[src/shared/pdc_pkg.sv]
package pdc_pkg;

  localparam logic [11:0] PDC_DEVCAP_OFFSET      = 12'h0B4;
  localparam logic [11:0] PDC_STRAP_OFFSET       = 12'h0C0;

  localparam int          PDC_PAYLOAD_LSB        = 0;
  localparam int          PDC_PHANTOM_LSB        = 3;
  localparam int          PDC_TAG8_BIT           = 5;
  localparam int          PDC_L0S_LSB            = 6;
  localparam int          PDC_L1_LSB             = 9;
  localparam int          PDC_ATTN_BTN_BIT       = 12;
  localparam int          PDC_ATTN_IND_BIT       = 13;
  localparam int          PDC_PWR_IND_BIT        = 14;
  localparam int          PDC_PWR_VAL_LSB        = 18;
  localparam int          PDC_PWR_SCALE_LSB      = 26;

  localparam logic [2:0]  PDC_PAYLOAD_RESET      = 3'h1;
  localparam logic [1:0]  PDC_PHANTOM_RESET      = 2'h0;
  localparam logic        PDC_TAG8_RESET         = 1'b1;
  localparam logic [2:0]  PDC_L0S_RESET          = 3'h0;
  localparam logic [2:0]  PDC_L1_RESET           = 3'h0;
  localparam logic [7:0]  PDC_PWR_VAL_RESET      = 8'h00;
  localparam logic [1:0]  PDC_PWR_SCALE_RESET    = 2'h0;

  typedef struct packed {
    logic       valid;
    logic [7:0] value;
    logic [1:0] scale;
  } pdc_pwr_msg_s;

  typedef struct packed {
    logic        psel;
    logic        penable;
    logic        pwrite;
    logic [11:0] paddr;
    logic [31:0] pwdata;
  } pdc_apb_req_s;

endpackage

[src/logic/pdc_devcap.sv]
// Operation
// tag bit reports 8-bit tags supported, reset value one
// phantom functions field always reads zero
// L0s latency field uses eight doubling ranges, resets to code zero
// L1 latency field uses eight doubling ranges, resets to code zero
// attention button present only when hot-plug enabled in forward mode
// attention and power indicators present when hot-plug enabled in forward mode
// presence bits taken from hot-plug strap after reset
// power limit message value captured into eight-bit field, reset zero
// power limit message scale captured into two-bit field, reset zero
// max payload field encodes 128 to 4096 bytes, resets to 256-byte code
// reserved bits read zero, writes to the capability word ignored
module pdc_devcap #(
  parameter logic [2:0] L0S_LATENCY = pdc_pkg::PDC_L0S_RESET,
  parameter logic [2:0] L1_LATENCY  = pdc_pkg::PDC_L1_RESET
) (
  // clock and reset
  input  wire logic                  pclk,
  input  wire logic                  presetn,
  // apb slave
  input  wire logic                  psel,
  input  wire logic                  penable,
  input  wire logic                  pwrite,
  input  wire logic [11:0]           paddr,
  input  wire logic [31:0]           pwdata,
  output logic      [31:0]           prdata,
  output logic                       pready,
  output logic                       pslverr,
  // straps, from pins
  input  wire logic                  hotplug_strap,
  input  wire logic                  forward_strap,
  // power limit message from the link core, same clock
  input  wire pdc_pkg::pdc_pwr_msg_s pwr_msg,
  // status
  output logic      [31:0]           devcap
);
  import pdc_pkg::*;

  // register targets of the access decoder
  typedef enum logic [1:0] {
    TGT_DEVCAP = 2'b00,
    TGT_STRAP  = 2'b01,
    TGT_NONE   = 2'b10
  } pdc_target_e;

  // strap synchronisers, only the second stage is read
  logic [1:0]  hp_sync_q;
  logic [1:0]  hp_sync_d;
  logic [1:0]  fw_sync_q;
  logic [1:0]  fw_sync_d;
  // synced strap levels
  logic        hp_q;
  logic        hp_d;
  logic        fw_q;
  logic        fw_d;
  // hot-plug presence bits
  logic        attn_btn_q;
  logic        attn_btn_d;
  logic        attn_ind_q;
  logic        attn_ind_d;
  logic        pwr_ind_q;
  logic        pwr_ind_d;
  // fixed fields, held in flops so each carries its own reset value
  logic [2:0]  payload_q;
  logic [2:0]  payload_d;
  logic [1:0]  phantom_q;
  logic [1:0]  phantom_d;
  logic        tag8_q;
  logic        tag8_d;
  logic [2:0]  l0s_q;
  logic [2:0]  l0s_d;
  logic [2:0]  l1_q;
  logic [2:0]  l1_d;
  // captured slot power limit
  logic [7:0]  pwr_val_q;
  logic [7:0]  pwr_val_d;
  logic [1:0]  pwr_scale_q;
  logic [1:0]  pwr_scale_d;
  // assembled word and its registered copy
  logic [31:0] word;
  logic [31:0] devcap_q;
  logic [31:0] devcap_d;
  // apb response
  logic        access;
  pdc_target_e target;
  logic        pready_q;
  logic        pready_d;
  logic [31:0] prdata_q;
  logic [31:0] prdata_d;
  logic        pslverr_q;
  logic        pslverr_d;

  // hot-plug features exist only on a forward bridge with the strap set
  function automatic logic hp_present(input logic hp, input logic fw);
    return hp & fw;
  endfunction

  // full byte address match, so an unaligned access is refused as unmapped
  function automatic pdc_target_e decode(input logic [11:0] addr);
    pdc_target_e t;
    t = TGT_NONE;
    if (addr == PDC_DEVCAP_OFFSET) begin
      t = TGT_DEVCAP;
    end else if (addr == PDC_STRAP_OFFSET) begin
      t = TGT_STRAP;
    end
    return t;
  endfunction

  always_comb begin
    hp_sync_d = {hp_sync_q[0], hotplug_strap};
    fw_sync_d = {fw_sync_q[0], forward_strap};
  end

  always_ff @(posedge pclk or negedge presetn) begin
    if (!presetn) begin
      hp_sync_q <= 2'h0;
      fw_sync_q <= 2'h0;
    end else begin
      hp_sync_q <= hp_sync_d;
      fw_sync_q <= fw_sync_d;
    end
  end

  // levels seen by software in the strap status word
  always_comb begin
    hp_d = hp_sync_q[1];
    fw_d = fw_sync_q[1];
  end

  always_ff @(posedge pclk or negedge presetn) begin
    if (!presetn) begin
      hp_q <= 1'b0;
      fw_q <= 1'b0;
    end else begin
      hp_q <= hp_d;
      fw_q <= fw_d;
    end
  end

  // straps are static; tracking them also covers the value present at release
  always_comb begin
    attn_btn_d = hp_present(hp_sync_q[1], fw_sync_q[1]);
    attn_ind_d = hp_present(hp_sync_q[1], fw_sync_q[1]);
    pwr_ind_d  = hp_present(hp_sync_q[1], fw_sync_q[1]);
  end

  always_ff @(posedge pclk or negedge presetn) begin
    if (!presetn) begin
      attn_btn_q <= 1'b0;
      attn_ind_q <= 1'b0;
      pwr_ind_q  <= 1'b0;
    end else begin
      attn_btn_q <= attn_btn_d;
      attn_ind_q <= attn_ind_d;
      pwr_ind_q  <= pwr_ind_d;
    end
  end

  // read-only fields hold their reset value; no bus path can load them
  always_comb begin
    payload_d = payload_q;
    phantom_d = phantom_q;
    tag8_d    = tag8_q;
    l0s_d     = l0s_q;
    l1_d      = l1_q;
  end

  always_ff @(posedge pclk or negedge presetn) begin
    if (!presetn) begin
      payload_q <= PDC_PAYLOAD_RESET;
      phantom_q <= PDC_PHANTOM_RESET;
      tag8_q    <= PDC_TAG8_RESET;
      l0s_q     <= L0S_LATENCY;
      l1_q      <= L1_LATENCY;
    end else begin
      payload_q <= payload_d;
      phantom_q <= phantom_d;
      tag8_q    <= tag8_d;
      l0s_q     <= l0s_d;
      l1_q      <= l1_d;
    end
  end

  // the last message wins; nothing queues behind the pulse
  always_comb begin
    pwr_val_d = pwr_val_q;
    if (pwr_msg.valid) begin
      pwr_val_d = pwr_msg.value;
    end
  end

  always_ff @(posedge pclk or negedge presetn) begin
    if (!presetn) begin
      pwr_val_q <= PDC_PWR_VAL_RESET;
    end else begin
      pwr_val_q <= pwr_val_d;
    end
  end

  always_comb begin
    pwr_scale_d = pwr_scale_q;
    if (pwr_msg.valid) begin
      pwr_scale_d = pwr_msg.scale;
    end
  end

  always_ff @(posedge pclk or negedge presetn) begin
    if (!presetn) begin
      pwr_scale_q <= PDC_PWR_SCALE_RESET;
    end else begin
      pwr_scale_q <= pwr_scale_d;
    end
  end

  always_comb begin
    // reserved ranges keep the zero of the first assignment
    word                             = 32'h0000_0000;
    word[PDC_PAYLOAD_LSB +: 3]       = payload_q;
    word[PDC_PHANTOM_LSB +: 2]       = phantom_q;
    word[PDC_TAG8_BIT]               = tag8_q;
    word[PDC_L0S_LSB +: 3]           = l0s_q;
    word[PDC_L1_LSB +: 3]            = l1_q;
    word[PDC_ATTN_BTN_BIT]           = attn_btn_q;
    word[PDC_ATTN_IND_BIT]           = attn_ind_q;
    word[PDC_PWR_IND_BIT]            = pwr_ind_q;
    word[PDC_PWR_VAL_LSB +: 8]       = pwr_val_q;
    word[PDC_PWR_SCALE_LSB +: 2]     = pwr_scale_q;
    // devcap lags the word by one flop, reads see the word itself
    devcap_d = word;
  end

  always_ff @(posedge pclk or negedge presetn) begin
    if (!presetn) begin
      devcap_q <= 32'h0000_0000;
    end else begin
      devcap_q <= devcap_d;
    end
  end

  always_comb begin
    // one wait state so read data and error come straight from flops
    access   = psel & penable & ~pready_q;
    pready_d = access;
  end

  always_ff @(posedge pclk or negedge presetn) begin
    if (!presetn) begin
      pready_q <= 1'b0;
    end else begin
      pready_q <= pready_d;
    end
  end

  always_comb begin
    target   = decode(paddr);
    prdata_d = 32'h0000_0000;
    // writes to a mapped word are accepted and dropped
    if (access && !pwrite) begin
      unique case (target)
        TGT_DEVCAP: begin
          prdata_d = word;
        end
        TGT_STRAP: begin
          // bit 0 hot-plug strap, bit 1 forward strap
          prdata_d = {30'h0, fw_q, hp_q};
        end
        TGT_NONE: begin
          prdata_d = 32'h0000_0000;
        end
      endcase
    end
  end

  always_ff @(posedge pclk or negedge presetn) begin
    if (!presetn) begin
      prdata_q <= 32'h0000_0000;
    end else begin
      prdata_q <= prdata_d;
    end
  end

  always_comb begin
    pslverr_d = 1'b0;
    // only an unmapped word is refused, in either direction
    if (access && target == TGT_NONE) begin
      pslverr_d = 1'b1;
    end
  end

  always_ff @(posedge pclk or negedge presetn) begin
    if (!presetn) begin
      pslverr_q <= 1'b0;
    end else begin
      pslverr_q <= pslverr_d;
    end
  end

  assign prdata  = prdata_q;
  assign pready  = pready_q;
  assign pslverr = pslverr_q;
  assign devcap  = devcap_q;

endmodule

[config.mk]
export PLATFORM = sky130hd
export DESIGN_NAME = pdc_devcap
export DESIGN_NICKNAME = d
export VERILOG_FILES = /design/src/shared/pdc_pkg.sv /design/src/logic/pdc_devcap.sv
export SDC_FILE = /design/constraint.sdc
export NUM_CORES = 1
export LEC_CHECK = 0
export ABC_AREA = 1
export BUFFER_PORTS_ARGS = -buffer_cell sky130_fd_sc_hd__buf_2
export CORE_MARGIN = 2
export CORE_UTILIZATION = 42
export CTS_CLUSTER_SIZE = 24
export DETAILED_ROUTE_END_ITERATION = 12
export PLACE_DENSITY = 0.91
export SLEW_MARGIN = 20
export SYNTH_ARGS = -nofsm -noshare
export SYNTH_HDL_FRONTEND = slang
export SYNTH_SLANG_ARGS = --single-unit
[constraint.sdc]
create_clock -name pclk -period 1.5 [get_ports pclk]
set_clock_uncertainty 0.15 [all_clocks]
set_input_delay 0.075 -clock pclk [delete_from_list [all_inputs] [get_ports pclk]]
set_output_delay 0.075 -clock pclk [all_outputs]
set_load 0.005 [all_outputs]
==> results.json, run 1 <==
{
  "via_per_inst": 4.019,
  "p_total_uw": 2252,
  "remaining_drc_errors": 0,
  "min_period_over_period": 0.9296,
  "core_um2": 4384,
  "hold_viol_final": 0,
  "grt_pass1_wl_um": 4671,
  "hp-start": "psel",
  "status": "finished, final reports clean",
  "die_h_um": 71.91,
  "clockBufferDepth": 2,
  "synth_area_um2": 1937,
  "wl_um": 3101,
  "powerDensity_nw_per_um2": 934.1,
  "synth_top_area_frac": 0.5814,
  "die_area_um2": 5171,
  "synthTopCellsByArea": "dfrtp_1, buf_4, nor2_4",
  "leakage_uw": 0.001380,
  "dp_cells": 291,
  "antenna_found_initial": 0,
  "synth.avg_cell_area_um2": 10.47,
  "area_growth_pct": 24.48,
  "p_int_uw": 1744,
  "diodes": 0,
  "numPortBuffers": 62,
  "worstSetupEndpointType": "register",
  "r2r_setup_slack_ps": 190,
  "synth.most_common_cell": "dfrtp_1",
  "post_cts_resized": 0,
  "tns_ps": 0,
  "ys_seq_elements": 45,
  "crit_path_start_kind": "primary input",
  "arrival_ps": 1410,
  "dr_wl_met2_um": 1742,
  "synth_edf_count": 0,
  "grt_use_total": 0.1209,
  "grt_overflow": 0,
  "syn_inst": 185,
  "wl_met1_um": 1088,
  "regToRegEndpoint": "pready",
  "wl_per_cell_um": 9.813,
  "cts_made_buffers": 5,
  "cts_max_level": 2,
  "pwr-share-seq": 0.577,
  "path_class": "primary input to register",
  "maxUsedRoutingLayer": "met4",
  "cts_tree": "done",
  "drive_gt1_frac": 0.3485,
  "p_switching_uw": 508.2,
  "cts-root-buf": "clkbuf_8",
  "io_pins": 128,
  "r2r-start": "pready",
  "start_util": 0.4418,
  "r2r_cells": 2,
  "gp_congestion": 0.6861,
  "clock_sinks": 45,
  "yosys.cell_types.count": 15,
  "fin_cells": 316,
  "whs_path_depth": 5,
  "dpl.hpwl_um": 2238,
  "dpl_cell_area_um2": 2140,
  "max-vdd-ir-drop_mv": 0.4206,
  "finalNetCount": 326,
  "maxClockFrequency_ghz": 0.7172,
  "grt_start_max_net_pins": 25,
  "synth-main-ff-cell": "dfrtp_1",
  "yosysTopAreaCell": "dfrtp_1",
  "core.rowCount": 24,
  "slew_viol_final": 0,
  "final_area_um2": 2411,
  "hp-class": "primary input to register",
  "cp_max_fo": 3,
  "clockPowerShare": 0.316,
  "yosysSeqAreaShare": 0.5814,
  "wl_met3_um": 226,
  "p_sw_frac": 0.2257,
  "grt_pass1_vias": 1136,
  "rsz0062_at_grt": "false",
  "drt_first_pass_iters": 4,
  "drv_cap": 0,
  "postRouteAntennaNets": 0,
  "pwr-share-comb": 0.107,
  "clk_pin_slew_ps": 70,
  "fin_crit_ps": 1394,
  "holdPathEnd": "pslverr",
  "cp.required_ps": 1510,
  "synthArstFlopShare": 1.000,
  "drt_iter0_markers": 56,
  "ys_warn_count": 0,
  "setup_viol": 0,
  "ys_top_cells_by_count": "dfrtp_1, buf_4, inv_1",
  "clk_latency_ps": 280,
  "num_vias": 1270,
  "die_x_um": 71.91
}
==> cell usage in the layout (no fill, tap or decap), types with 2 or more instances in the layout <==
cell type      instances
clkbuf_8               6
nor2_2                 3
buf_4                  2
inv_1                 28
buf_2                 62
inv_2                  2
dfrtp_1               45
nand3_1                2
nand2_1               25
dlygate4sd3_1         15
buf_12                 2
o21ai_0               10
nor2_4                11
conb_1                34
nand2_2                3
nor2_1                12
==> power groups by stage <==
stage               clock (uW)  combinational (uW)  sequential, uW
floorplan                    0                 159            1320
global placement             0                 204            1320
detailed placement           0                 212            1320
CTS                        731                 243            1300
global route               790                 272            1310
finish                     712                 241            1300
==> worst max-delay path, cell delays in order <==
cell,delay (ps)
dlygate4sd3_1,530
buf_2,120
nand2_1,90
nor2_4,50
dlygate4sd3_1,550
==> metrics by stage <==
step | utilization | setup WS [ps] | hold WS, ps
6_report | 0.5499 | 105.6 | 13.14
2_1_floorplan | - | 320.1 | -370.6
3_5_place_dp | 0.4880 | 147.4 | -75.46
5_1_grt | 0.5499 | 93.61 | 6.978
4_1_cts | 0.5420 | 101.2 | 3.237
3_3_place_gp | 0.4880 | 168.4 | -93.18
==> state kept, by name (all words and copies together), names as in the netlist <==
signal       count
pwr_val_q        8
hp_q             1
fw_sync_q        2
prdata          14
pwr_ind_q        1
pslverr          1
pready           1
fw_q             1
hp_sync_q        2
devcap          12
pwr_scale_q      2
==> how the worst max path moves through the flow <==
| stage | start | end | slack, ps | depth (start not counted) |
|---|---|---|---|---|
| floorplan | pready | prdata[19] | 320 | 6 |
| global placement | pready | prdata[18] | 170 | 5 |
| detailed placement | pready | prdata[25] | 150 | 5 |
| CTS | penable | prdata[27] | 100 | 8 |
| global route | penable | pready | 90 | 5 |
| finish | penable | pready | 110 | 5 |
==> cells by family after synthesis <==
group / after synthesis / share of synthesized area
other: 2 / 0.003877
AND/OR/NAND/NOR: 57 / 0.1693
AO/OA/AOI/OAI: 10 / 0.02584
flip-flops: 45 / 0.5814
buffers and inverters: 71 / 0.2196
==> area by class of cell <==
type                            count  area (um2)
Sequential cell                    45        1126
Fill cell                         391        1973
Inverter                           30       112.6
Timing Repair Buffer               81       515.5
Multi-Input combinational cell    101       505.5
Tap cell                           52       65.06
Clock buffer                        7       86.33
==> timing repair <==
action | in CTS | in global routing
endpoints found under the hold margin | 59 | 0
buffers inserted | 0 | 3
endpoints found under the setup margin | 0 | 1
hold buffers | 15 | 0
==> routing by layer <==
metal | vias to the layer above | GRT usage
li1 | 622 | -
met1 | 580 | 0.1093
met2 | 64 | 0.2387
met3 | 4 | 0.03750
met4 | 0 | 0.05870
met5 | - | 0
No activity file was read; power rests on OpenSTA's default activity.
==> run 2: changes to the inputs <==
Settings changed: REMOVE_ABC_BUFFERS set to 1.
==> run 2 against run 1 <==
Net effect:
- sequential share of layout area shrank 1.0 points
- maximum frequency grew 4.4%
- clock power grew 47%
- first-iteration DRC count grew 16%
- die area is the same
- cell area grew 2.3%
- global-route usage grew 1.1 points
- combinational power is essentially flat
- flip-flop and latch count is the same
- count of clock-buffer cells in the layout shrank 2
- utilization grew 1.3 points
- critical path type unchanged
- highest routed layer unchanged
==> results.json, run 2 (synthesis gave the netlist of run 1 again) <==
{
  "status": "finished, final reports clean",
  "crit_chain": "dlygate4sd3_1, buf_2, nand2_1, inv_1, nand2_1, nor2_4, nand3_4, buf_12, nor2_1",
  "tightest_slew_ps": 527.1,
  "slew_viol_final": 0,
  "cts_tree": "done",
  "postRouteAntennaNets": 0,
  "dp_cells": 291,
  "tns_ps": 0,
  "p_switching_uw": 546.3,
  "maxClockFrequency_ghz": 0.7490,
  "cts_made_buffers": 5,
  "cts-root-buf": "clkbuf_8",
  "antenna_found_initial": 0,
  "powerDensity_nw_per_um2": 1048,
  "grt_pass1_wl_um": 5133,
  "clock_sinks": 45,
  "drt_first_pass_iters": 4,
  "cp.required_ps": 1590,
  "nFillCells": 395,
  "fin_cells": 319,
  "grt_overflow": 0,
  "grt_start_max_net_pins": 46,
  "utilization": 0.5625,
  "cp_max_fo": 8,
  "diodes": 0,
  "p_int_uw": 2039,
  "critical_path.slowest_cell": "dlygate4sd3_1",
  "dpl.hpwl_um": 2200,
  "die_area_um2": 5171,
  "relSlewSlack": 0.6486,
  "clk_pin_slew_ps": 80,
  "start_util": 0.4418,
  "cpMostUsedCell": "nand2_1",
  "final_cell_mix": "buf_2, dfrtp_1, conb_1",
  "clockBufferDepth": 2,
  "core.rowCount": 24,
  "p_sw_frac": 0.2113,
  "wl_per_cell_um": 9.834,
  "drv_cap": 0,
  "arrival_ps": 1420,
  "final_common_cell": "buf_2",
  "leakage_uw": 0.001405,
  "critPathTopFamily": "buffers and inverters",
  "pwr-share-seq": 0.502,
  "via_per_inst": 4.031,
  "remaining_drc_errors": 0,
  "gp_congestion": 0.6500,
  "worstSetupEndpointType": "register",
  "crit_path_start_kind": "primary input",
  "io_pins": 128,
  "cpPeakStageDelay_ps": 530,
  "hold_viol_final": 0,
  "rsz0062_at_grt": "false",
  "p_total_uw": 2585,
  "critPathBufInv": 4,
  "clockPowerShare": 0.405,
  "numPortBuffers": 62,
  "min_period_over_period": 0.8901,
  "core_um2": 4384,
  "grt_use_total": 0.1317,
  "path_class": "primary input to register",
  "wl_um": 3137,
  "grt_pass1_vias": 1254,
  "largest_register_ffs": 14,
  "area_growth_pct": 27.33,
  "num_vias": 1286,
  "max-vdd-ir-drop_mv": 0.4951,
  "pwr-share-comb": 0.093,
  "setup_viol": 0,
  "clk_latency_ps": 300,
  "die_x_um": 71.91,
  "die_h_um": 71.91,
  "cts_max_level": 2,
  "drive_gt1_frac": 0.3521,
  "hp-class": "primary input to register",
  "fin_crit_ps": 1335,
  "finalNetCount": 328,
  "drt_iter0_markers": 65
}
[run 2: layout make-up]
type                       count  area [um2]  area share
inverter                      30       112.6     0.04566
clock buffer                   5       68.82     0.02790
timing repair buffer          83       523.0      0.2121
clock inverter                 3       65.06     0.02638
tap                           52       65.06     0.02638
multi-input combinational    101       505.5      0.2050
sequential                    45        1126      0.4566
[run 2: path summary, 6_finish.rpt]
| kind | from | end | slack (ps) | depth (start not counted) |
|---|---|---|---|---|
| max reg2reg | pready | prdata[27] | 210 | 6 |
| max in group asynchronous | presetn | pwr_val_q[1] | 620 | 3 |
| min | paddr[0] | prdata[1] | 10 | 6 |
| max | paddr[5] | prdata[27] | 160 | 9 |
| min in group asynchronous | presetn | pwr_val_q[0] | 220 | 3 |
| min reg2reg | hp_sync_q[0] | hp_sync_q[1] | 210 | 0 |
[run 2: repair_timing]
item,CTS,global route
hold buffers,17,0
buffers inserted,0,3
hold endpoints to repair,60,0
gates resized for setup,0,0
setup endpoints to repair,0,2
[run 2: worst register-to-register path, stage by stage (launching register included)]
cell,delay (ps)
dfrtp_1,420
nor2_4,140
nand2_2,80
inv_2,70
nand3_4,110
buf_12,180
nor2_1,80
[run 2: through the flow]
step                area [um2]  hold slack [ps]  setup WS (ps)
global placement          2127            16.74          160.7
detailed placement        2127            30.47          71.83
global route              2466            42.85          83.46
CTS                       2431           0.9951          39.75
finish                    2466            14.44          164.8
floorplan                 1744           -370.6          248.1
[run 2: metal layers]
layer / GRT usage / vias up / wire length, um
li1: - / 627 / -
met3: 0.04444 / 7 / 290
met5: 0 / - / 0
met1: 0.1306 / 578 / 1144
met4: 0.06499 / 0 / 63
met2: 0.2438 / 74 / 1638
[run 2: power by group through the flow]
stage               clock (uW)  combinational, uW  sequential [uW]
finish                    1050                240             1300
global route              1140                274             1300
CTS                       1080                241             1300
detailed placement           0                207             1320
global placement             0                200             1320
floorplan                    0               85.3             1330
